**config.mk**
```make
export PLATFORM = sky130hd
export DESIGN_NAME = tx_byte_lane_select
export DESIGN_NICKNAME = d
export VERILOG_FILES = /design/src/tx_lane_pkg.sv /design/src/tx_byte_lane_select.sv
export SDC_FILE = /design/constraint.sdc
export NUM_CORES = 1
export LEC_CHECK = 0
export ABC_AREA = 0
export BUFFER_PORTS_ARGS = -buffer_cell sky130_fd_sc_hd__buf_2
export CAP_MARGIN = 20
export CELL_PAD_IN_SITES_DETAIL_PLACEMENT = 0
export CELL_PAD_IN_SITES_GLOBAL_PLACEMENT = 1
export CORE_AREA = 3 3 69 71
export CTS_CLUSTER_SIZE = 20
export DETAILED_ROUTE_END_ITERATION = 16
export DIE_AREA = 0 0 72 74
export PLACE_DENSITY_LB_ADDON = 0.1
export SLEW_MARGIN = 20
export SYNTH_ARGS = -nofsm -noshare
export SYNTH_HDL_FRONTEND = slang
export SYNTH_SLANG_ARGS = --single-unit
```
**constraint.sdc**
```tcl
create_clock -name core_clk -period 4.16 [get_ports core_clk]
set_clock_uncertainty 0.1 [all_clocks]
set_input_delay 0.416 -clock core_clk [delete_from_list [all_inputs] [get_ports core_clk]]
set_output_delay 0.416 -clock core_clk [all_outputs]
set_load 0.01 [all_outputs]
```
**src/tx_lane_pkg.sv**
```systemverilog
/*
 Constants and types for the transmit byte-lane selector.
 Assumes a 4-bit character-length field and 16-bit sync and data words.
*/
package tx_lane_pkg;
    localparam int CNT_W = 4;
    localparam int WORD_W = 16;
    localparam logic [3:0] BITPOS_LOAD = 4'h0; // Bit-position counter always loads zero
    localparam logic [3:0] OVF_COUNT = 4'hf; // Minus one: overflow pulse is high here
    localparam logic [3:0] OVF_LEAD = 4'he; // Count just before the overflow pulse
    localparam logic [3:0] LEN_RESET = 4'h0;
    localparam logic [2:0] SYNC_RESET = 3'h0;
    localparam logic MARK_LEVEL = 1'b1; // Line idle level, logical one
    localparam int LEN_DOUBLE_BIT = 3; // Top bit of the length field

    // One-hot character-type enables, priority order escape to pad
    typedef enum logic [5:0] {
        SEND_IDLE = 6'h01,
        SEND_ESC = 6'h02,
        SEND_CHECK = 6'h04,
        SEND_SYNC = 6'h08,
        SEND_DATA = 6'h10,
        SEND_PAD = 6'h20
    } sendSel_t;
endpackage

```
**src/tx_byte_lane_select.sv**
```systemverilog
/*
 Transmit byte-lane selector: character-length and bit-position counters,
 send-enable priority, byte-lane toggle and second-character flag.
 Assumes the transmit bit clock arrives as an asynchronous pin and that
 dataLoad is a core_clk pulse from the shift-register loader.
*/
`timescale 1ns/1ns

module tx_byte_lane_select
    import tx_lane_pkg::*;
#(
    parameter int LEN_W = CNT_W
) (
    input wire logic core_clk,
    input wire logic reset_n,
    input wire logic txClkPin,
    input wire logic [LEN_W-1:0] lengthField,
    input wire logic escReq,
    input wire logic checkReq,
    input wire logic syncReq,
    input wire logic dataReq,
    input wire logic padReq,
    input wire logic dataLoad,
    input wire logic [WORD_W-1:0] syncWord,
    input wire logic [WORD_W-1:0] dataWord,
    input wire logic otherBit,
    output logic syncEnLo,
    output logic syncEnHi,
    output logic dataEnLo,
    output logic dataEnHi,
    output logic [2:0] bitSelect,
    output logic overflowPulse,
    output logic secondPending,
    output logic byteLaneToggle,
    output logic txActive,
    output sendSel_t sendState,
    output logic serialOut
);
    logic [2:0] sync_r, sync_nxt;
    logic clkLvl_r, clkLvl_nxt;
    logic txRise;
    logic [LEN_W-1:0] charLen_r, charLen_nxt;
    logic [3:0] bitPos_r, bitPos_nxt;
    logic active_r, active_nxt;
    sendSel_t send_r, send_nxt;
    logic pending_r, pending_nxt;
    logic toggle_r, toggle_nxt;
    logic wasData_r, wasData_nxt;
    logic serial_r, serial_nxt;
    logic ovf, lead, doubleMode, laneSel, muxOn, dataOk;
    logic [3:0] bitIdx;

    // Priority grant for the next character type
    function automatic sendSel_t grant(input logic e, input logic c, input logic s, input logic d,
                                       input logic p);
        sendSel_t g;
        g = SEND_IDLE;
        if (e) begin
            g = SEND_ESC;
        end else if (c) begin
            g = SEND_CHECK;
        end else if (s) begin
            g = SEND_SYNC;
        end else if (d) begin
            g = SEND_DATA;
        end else if (p) begin
            g = SEND_PAD;
        end
        return g;
    endfunction

    // Pin synchroniser; an edge counts once stages two and three agree
    always_comb begin
        sync_nxt = {sync_r[1:0], txClkPin};
        clkLvl_nxt = (sync_r[1] == sync_r[2]) ? sync_r[2] : clkLvl_r;
    end
    assign txRise = (sync_r[1] == sync_r[2]) && sync_r[2] && !clkLvl_r;

    // Overflow pulse is the minus-one count; lead is the edge entering it
    assign ovf = active_r && (charLen_r == OVF_COUNT);
    assign lead = txRise && active_r && (charLen_r == OVF_LEAD);
    assign doubleMode = lengthField[LEN_DOUBLE_BIT];
    assign laneSel = bitPos_r[3] | toggle_r;
    assign muxOn = !ovf;

    // Character-count flags; the dataLoad set outranks the edge updates, single mode clears both
    // Lead re-grants send_r, so the trailing edge uses the type that just ended
    always_comb begin
        pending_nxt = pending_r;
        toggle_nxt = toggle_r;
        wasData_nxt = wasData_r;
        if (lead) begin
            wasData_nxt = (send_r == SEND_DATA);
        end
        if (dataLoad) begin
            pending_nxt = 1'b1;
            toggle_nxt = 1'b0;
        end else if (lead && send_r == SEND_DATA) begin
            pending_nxt = !toggle_r;
        end else if (txRise && ovf && wasData_r) begin
            toggle_nxt = !toggle_r;
        end
        if (!doubleMode) begin
            pending_nxt = 1'b0;
            toggle_nxt = 1'b0;
        end
    end

    // Counters and send enables advance on transmit clock edges only
    always_comb begin
        charLen_nxt = charLen_r;
        bitPos_nxt = bitPos_r;
        active_nxt = active_r;
        send_nxt = send_r;
        dataOk = dataReq | pending_nxt;
        if (txRise) begin
            if (!active_r) begin
                charLen_nxt = lengthField;
                bitPos_nxt = BITPOS_LOAD;
                send_nxt = grant(escReq, checkReq, syncReq, dataOk, padReq);
                active_nxt = (send_nxt != SEND_IDLE);
            end else if (ovf) begin
                charLen_nxt = lengthField;
                bitPos_nxt = BITPOS_LOAD;
                active_nxt = (send_r != SEND_IDLE);
            end else begin
                charLen_nxt = charLen_r + 4'h1;
                bitPos_nxt = bitPos_r + 4'h1;
                if (lead) begin
                    send_nxt = grant(escReq, checkReq, syncReq, dataOk, padReq);
                end
            end
        end
    end

    // Sync and data bits come from the selected lane, other types from otherBit; idle rests at mark
    always_comb begin
        bitIdx = {laneSel, bitPos_r[2:0]};
        case (send_r)
            SEND_IDLE: serial_nxt = MARK_LEVEL;
            SEND_SYNC: serial_nxt = syncWord[bitIdx];
            SEND_DATA: serial_nxt = dataWord[bitIdx];
            default: serial_nxt = otherBit;
        endcase
        if (!active_r) begin
            serial_nxt = MARK_LEVEL;
        end
    end

    // Register everything; synchronous reset
    always_ff @(posedge core_clk) begin
        if (!reset_n) begin
            sync_r <= SYNC_RESET;
            clkLvl_r <= 1'b0;
            charLen_r <= LEN_RESET;
            bitPos_r <= BITPOS_LOAD;
            active_r <= 1'b0;
            send_r <= SEND_IDLE;
            pending_r <= 1'b0;
            toggle_r <= 1'b0;
            wasData_r <= 1'b0;
            serial_r <= MARK_LEVEL;
        end else begin
            sync_r <= sync_nxt;
            clkLvl_r <= clkLvl_nxt;
            charLen_r <= charLen_nxt;
            bitPos_r <= bitPos_nxt;
            active_r <= active_nxt;
            send_r <= send_nxt;
            pending_r <= pending_nxt;
            toggle_r <= toggle_nxt;
            wasData_r <= wasData_nxt;
            serial_r <= serial_nxt;
        end
    end

    // Lane enables are gated by the strobe; handshake-style outputs
    assign syncEnLo = muxOn && active_r && send_r == SEND_SYNC && !laneSel;
    assign syncEnHi = muxOn && active_r && send_r == SEND_SYNC && laneSel;
    assign dataEnLo = muxOn && active_r && send_r == SEND_DATA && !laneSel;
    assign dataEnHi = muxOn && active_r && send_r == SEND_DATA && laneSel;
    assign bitSelect = bitPos_r[2:0];
    assign overflowPulse = ovf;
    assign secondPending = pending_r;
    assign byteLaneToggle = toggle_r;
    assign txActive = active_r;
    assign sendState = send_r;
    assign serialOut = serial_r;
endmodule

```
==> results by group, run 1 <==
Power
  – Lkg Pwr: 0.7645 nW
  – Power density over the cells: 218.5 nW/µm²
  – Power Total: 0.4136 mW
  – VDD IR-drop max: 0.1583 mV

Timing
  – Slew Limit Fails: 0
  – Pin slew with the least headroom to its limit: 0.9688 ns
  – Final Critical Period: around 2.5 ns
  – Worst Hold Slack: 0.2473 ns
  – Fmax: 395.8 MHz
  – Final period utilization: between 60 and 70%
  – Final number of hold-violating endpoints: 0
  – RSZ-0062 raised after global routing: no
  – Slew HR: 35.28%
  – Setup TNS: 0 ns
  – # setup viols final: 0
  – Final WS setup: 1.633 ns

Clock network
  – CTS Hold Bufs: 0
  – Clk buf depth: 2
  – CTS resizes: 0
  – Inserted Clock Buffers: 3
  – Post-CTS Setup Repair Bufs: 0
  – CTS clk-pin slew, worst paths: ~0.090 ns
  – Clock Latency Late Sink: between 0.2 and 0.3 ns
  – Clock Sinks: 23
  – Htree depth: 1
  – CTS Root Cell: clkbuf_8
  – CTS tree: built

Detailed routing
  – Post-DR wirelength/cell: 14.81 µm
  – Routed via count: 1,484
  – Post-route ant nets: 0
  – Drt drc: 0
  – Total wire length: 4.087 mm
  – Via-to-Cell Ratio: 5.377
  – Initial DRC count: 76
  – Pre-antenna DRT Iters: 4

Critical path
  – Crit-path cells: or3_4, or4b_4, nor4_1, buf_2
  – Setup crit start kind: flip-flop
  – CP Launch Point: sendState[1]
  – Reg2reg end: byteLaneToggle
  – Slowest-stage cell, CP: or4b_4
  – Setup crit end kind: output port
  – Worst r2r src: sync_r[1]
  – Required @ worst endpoint: between 3 and 4 ns
  – R2R Setup Slk: 1.91 ns
  – Crit Path Class: flip-flop to output port
  – Crit path arrival time: 2.01 ns
  – R2R depth: 5
  – CP peak stage delay: 0.52 ns
  – Largest fanout on the critical path: 7

Placement
  – Placed cells: approximately 270
  – Placed cell area: 1844 µm²
  – Dpl ws: ~1.9 ns
  – IO Port Bufs: 63
  – RePlAce Congestion: 0.8230
  – Post-DP HPWL: around 3.3 mm

Floorplanning
  – Starting Density: 35.72%
  – Die X: 72 µm
  – Die ar.: 5328 µm²
  – Total I/O pin count: 64
  – Site Rows: 24
  – Core ar.: around 4300 µm²
  – Die height: between 70 and 80 µm

Yosys
  – Simple-Gate Fraction of Synth Area: between 20% and 30%
  – Post-synth EDFFs: 0
  – Synthesized instance count: 170
  – Synthesized flop and latch total: 23
  – Yosys top cell area share: 30.02%
  – Netlist cell types: ~50
  – Avg Cell Area, Syn: 9.023 µm²
  – Ys flop type: dfxtp_1
  – Post-Synth XOR/XNOR Area: 0%
  – Largest family of logic cells by synthesized area: simple AND/OR/NAND/NOR gates
  – Adder-cell share of the synthesized area: 3.263%
  – Sequential-to-total area share from yosys stat: 30.02%
  – Compound-Gate Fraction of Synth Area: 18.43%
  – Yosys warns: 0
  – Post-synth ARST share: 0%
  – Post-synthesis net count: 220
  – Post-synthesis mux area share: 15.50%
  – Mapped Area: around 1500 µm²
  – Post-synth top area cell: dfxtp_1
  – Ranking of synthesized cells by area: dfxtp_1 (30%), mux4_2 (8.8%), mux2i_1 (5.2%)

Worst hold path
  – HP Start: txClkPin
  – WHS Endpoint: sync_r[0]
  – Min-Delay Path Depth: 2
  – Hold Path Class: input pin to flip-flop

Final layout
  – Final core area utilization: 44.09%
  – # nets final: 275
  – Proportion of layout cells with a drive suffix above 1: 37.05%
  – Antenna cells: 0
  – Area Growth Syn to Fin: 23.41%
  – Design area: between 1500 and 2000 µm²
  – Final std cells w/o fill: 276

Global route
  – Initial antenna violation count: 0
  – Top Usage Layer GRT: met2
  – Total grt overflow: 0
  – Vias in the first global route: 1,444
  – GRT Util Overall: 15.31%
  – Met3 usage: 3.514%
  – First-pass GRT wire length: about 6.5 mm
  – Met2 usage: 28.37%
  – Met1 Use GR: approximately 18%
  – Largest net degree at the start of global routing: 20

Job
  – Max cap viols: 0

Run status
  – Status: finished clean
-- synth_stat cells, types with 2 or more instances --
library cell	number
and2_1	3
nand2_1	14
mux4_2	6
o2111ai_1	3
nor3_1	4
o21ai_0	3
nor2b_1	4
ha_1	4
nor4_1	3
a21oi_1	9
nand2b_1	5
mux2_2	2
clkbuf_1	6
or3_1	2
inv_1	4
or2_1	2
dfxtp_1	23
nand3_1	10
nand3b_1	2
buf_2	2
a21boi_0	3
a311oi_1	2
mux2i_1	8
nand4_1	2
o21a_1	3
buf_4	3
nor2_1	13
a31oi_1	4
-- cell type report --
type                       instances  area, µm²
sequential                        23      460.4
clock buffer                       3      41.29
tap                               52      65.06
timing repair buffer              63      315.3
clock inverter                     1      7.507
multi-input combinational        130      988.4
inverter                           4      15.01
fill                             421       2401
-- placed cells by master, fill, tap and decap left out, types with 2 or more instances in the layout --
cell type	count
a31oi_1	4
dfxtp_1	23
nor2b_1	4
ha_1	4
a311oi_1	2
or2_1	2
or3_1	2
nand3_1	10
a21oi_1	9
nor4_1	3
inv_1	4
nor3_1	4
and2_1	3
mux2_2	2
nand2b_1	5
mux2i_1	8
buf_2	63
nand4_1	2
o2111ai_1	3
mux4_2	6
nor2_1	13
nand2_1	14
a21boi_0	3
nand3b_1	2
o21a_1	3
o21ai_0	3
clkbuf_8	3
-- registers in the layout, summed over array words and instances, names as in the netlist --
register        cells
byteLaneToggle      1
sync_r              3
txActive            1
secondPending       1
wasData_r           1
charLen_r           4
bitPos_r            4
sendState           6
serialOut           1
clkLvl_r            1
-- worst max-delay path, delay by kind of cell (launching register included) --
family                 cells  cell delay, ns
buffers and inverters      1            0.18
AND/OR/NAND/NOR            3            1.23
flip-flops                 1            0.33
-- per-layer routing --
| metal | part of all wire, % | vias to the layer above | wire length (µm) |
|---|---|---|---|
| li1 | - | 742 | - |
| met1 | 42 | 705 | 1705 |
| met2 | 53 | 33 | 2184 |
| met3 | 3.9 | 4 | 158 |
| met4 | 0.95 | 0 | 39 |
| met5 | 0 | - | 0 |
-- report_power, final --
part	internal, mW	switching, mW
Clock	0.0678	0.0761
Sequential	0.222	0.00191
Combinational	0.0263	0.0193
-- cell families after synthesis --
group                      count (synthesis)
muxes                                     16
AOI/OAI and AO/OA                         36
DFF                                       23
and+or+nand+nor                           74
buffers and inverters                     17
adders and majority gates                  4
-- worst max-delay path by stage --
stage	end	slack, ns
floorplan	syncEnLo	1.88
global placement	syncEnLo	1.95
detailed placement	syncEnLo	1.90
CTS	syncEnLo	1.59
global route	syncEnLo	1.54
finish	syncEnLo	1.63
Note: power is estimated with default switching activity, not from simulation.
==> run 2, diff against run 1 <==
--- a/config.mk
+++ b/config.mk
@@ -10,10 +10,10 @@
 export CAP_MARGIN = 20
 export CELL_PAD_IN_SITES_DETAIL_PLACEMENT = 0
 export CELL_PAD_IN_SITES_GLOBAL_PLACEMENT = 1
-export CORE_AREA = 3 3 69 71
+export CORE_AREA = 3 3 72 74
 export CTS_CLUSTER_SIZE = 20
 export DETAILED_ROUTE_END_ITERATION = 16
-export DIE_AREA = 0 0 72 74
+export DIE_AREA = 0 0 75 77
 export PLACE_DENSITY_LB_ADDON = 0.1
 export SLEW_MARGIN = 20
 export SYNTH_ARGS = -nofsm -noshare
==> constraint.sdc (replaced) <==
create_clock -name core_clk -period 2.61 [get_ports core_clk]
set_clock_uncertainty 0.1 [all_clocks]
set_input_delay 0.261 -clock core_clk [delete_from_list [all_inputs] [get_ports core_clk]]
set_output_delay 0.261 -clock core_clk [all_outputs]
set_load 0.01 [all_outputs]
==> results by group, run 2 (synthesized netlist as in run 1, its figures left out) <==
Run status
  – Status: finished clean

Placement
  – Dpl ws: between 0.5 and 0.6 ns
  – RePlAce Congestion: 0.7821
  – IO Port Bufs: 63
  – Post-DP HPWL: between 3 and 4 mm

Detailed routing
  – Total wire length: 4.173 mm
  – Routed via count: ~1,500
  – Post-route ant nets: 0
  – Post-DR wirelength/cell: ~15 µm
  – Pre-antenna DRT Iters: 4
  – Initial DRC count: 31
  – Drt drc: 0
  – Via-to-Cell Ratio: 5.230

Clock network
  – CTS tree: built
  – Inserted Clock Buffers: 3
  – CTS Hold Bufs: 0
  – Post-CTS Setup Repair Bufs: 0
  – CTS Root Cell: clkbuf_8
  – CTS clk-pin slew, worst paths: 0.09 ns
  – Clk buf depth: 2
  – Clock Sinks: 23
  – CTS resizes: 0
  – Htree depth: 1
  – Clock Latency Late Sink: 0.27 ns

Timing
  – # setup viols final: 0
  – Setup TNS: 0 ns
  – Final Critical Period: about 2.3 ns
  – Final number of hold-violating endpoints: 0
  – Final WS setup: about 0.28 ns
  – RSZ-0062 raised after global routing: no
  – Pin slew with the least headroom to its limit: approximately 0.55 ns
  – Slew Limit Fails: 0
  – Slew HR: 62.95%
  – Fmax: 429.2 MHz
  – Final period utilization: roughly nine tenths

Final layout
  – Largest register FFs: 6
  – # nets final: 279
  – Sequential Area: about 460 µm²
  – Multi-input gate area in the final layout: 988.4 µm²
  – Proportion of layout cells with a drive suffix above 1: 38.16%
  – Most frequent cells in the layout: buf_2 (63), dfxtp_1 (23), nand2_1 (14)
  – Area Growth Syn to Fin: 25.37%
  – Antenna cells: 0
  – Fillers: 488
  – Commonest non-fill, non-tap cell in the layout: buf_2

Power
  – Lkg Pwr: 0.7900 nW
  – VDD IR-drop max: approximately 0.25 mV
  – Power density over the cells: about 340 nW/µm²

Worst hold path
  – WHS Endpoint: sync_r[0]
  – HP Start: txClkPin
  – Min-Delay Path Depth: 2
  – Hold Path Class: input pin to flip-flop

Floorplanning
  – Die ar.: 5775 µm²
  – Die height: 77 µm
  – Starting Density: 32.91%
  – Die X: 75 µm
  – Total I/O pin count: 64
  – Site Rows: 25
  – Core ar.: about 4700 µm²

Critical path
  – Worst r2r src: sync_r[1]
  – Crit Path Class: flip-flop to output port
  – Reg2reg end: sendState[5]
  – Largest fanout on the critical path: 7
  – R2R Setup Slk: roughly 0.57 ns
  – Crit-path cells: or3_4, or4b_4, nor4_1, buf_2
  – R2R depth: 5
  – Slowest-stage cell, CP: or4b_4
  – Crit path arrival time: 1.97 ns
  – Required @ worst endpoint: about 2.3 ns
  – Setup crit end kind: output port
  – CP peak stage delay: 0.53 ns
  – Setup crit start kind: flip-flop

Global route
  – Vias in the first global route: 1,488
  – First-pass GRT wire length: 6.906 mm
  – Initial antenna violation count: 0
  – Total grt overflow: 0
  – Largest net degree at the start of global routing: 19
  – GRT Util Overall: 14.92%

Job
  – Max cap viols: 0
==> run 2: cell count changes in the layout (fill, tap and decap cells not counted), sizes merged <==
cell	previous run	this run
clkinv	0	1
clkinvlp	1	0
buf	63	67
==> run 2: layout make-up <==
cell class,count,share of cell area [%]
Inverter,4,0.7807
Clock buffer,3,2.147
Sequential cell,23,23.94
Clock inverter,1,0.2602
Multi-Input combinational cell,130,51.40
Timing Repair Buffer,67,17.96
Tap cell,54,3.513
==> run 2: critical path: cells and delay by family (launching register included) <==
kind / cells / cell delay (ns)
AND/OR/NAND/NOR: 3 / 1.20
flip-flops: 1 / 0.33
buffers and inverters: 1 / 0.18
==> run 2: power by group <==
part	switching, mW	internal, mW	total, mW	leakage (nW)
registers	0.00265	0.354	0.357	0.186
clock network	0.119	0.107	0.226	0.0255
logic	0.0320	0.0424	0.0743	0.578
==> run 2: per-stage QoR <==
stage | cell area, µm² | util [%] | power, mW | std cells | hold slack [ns]
2_1_floorplan | 1534 | - | 0.3966 | 170 | 0.2395
3_3_place_gp | 1877 | 40.27 | 0.4387 | 278 | 0.3272
3_5_place_dp | 1877 | 40.27 | 0.4399 | 278 | 0.3238
4_1_cts | 1923 | 41.26 | 0.6667 | 282 | 0.08483
5_1_grt | 1923 | 41.26 | 0.6900 | 282 | 0.09173
6_report | 1923 | 41.26 | 0.6569 | 282 | 0.08947
==> run 2: worst max path at each step <==
stage | from | to | slack [ns] | cells past startpoint
after floorplan | sendState[1] | syncEnLo | 0.48 | 4
after global placement | sendState[1] | syncEnLo | 0.57 | 4
after detailed placement | sendState[1] | syncEnLo | 0.57 | 4
after CTS | sendState[1] | syncEnLo | 0.28 | 4
after global routing | sendState[1] | syncEnLo | 0.13 | 4
final | sendState[1] | syncEnLo | 0.28 | 4
==> run 2: per-layer routing <==
metal  wire [µm]  up-vias  GRT usage, %
met5           0        -             0
met4          35        0         3.559
met3         316        5         2.752
met2        1852       54         25.35
met1        1969      668         19.06
li1            -      748             -
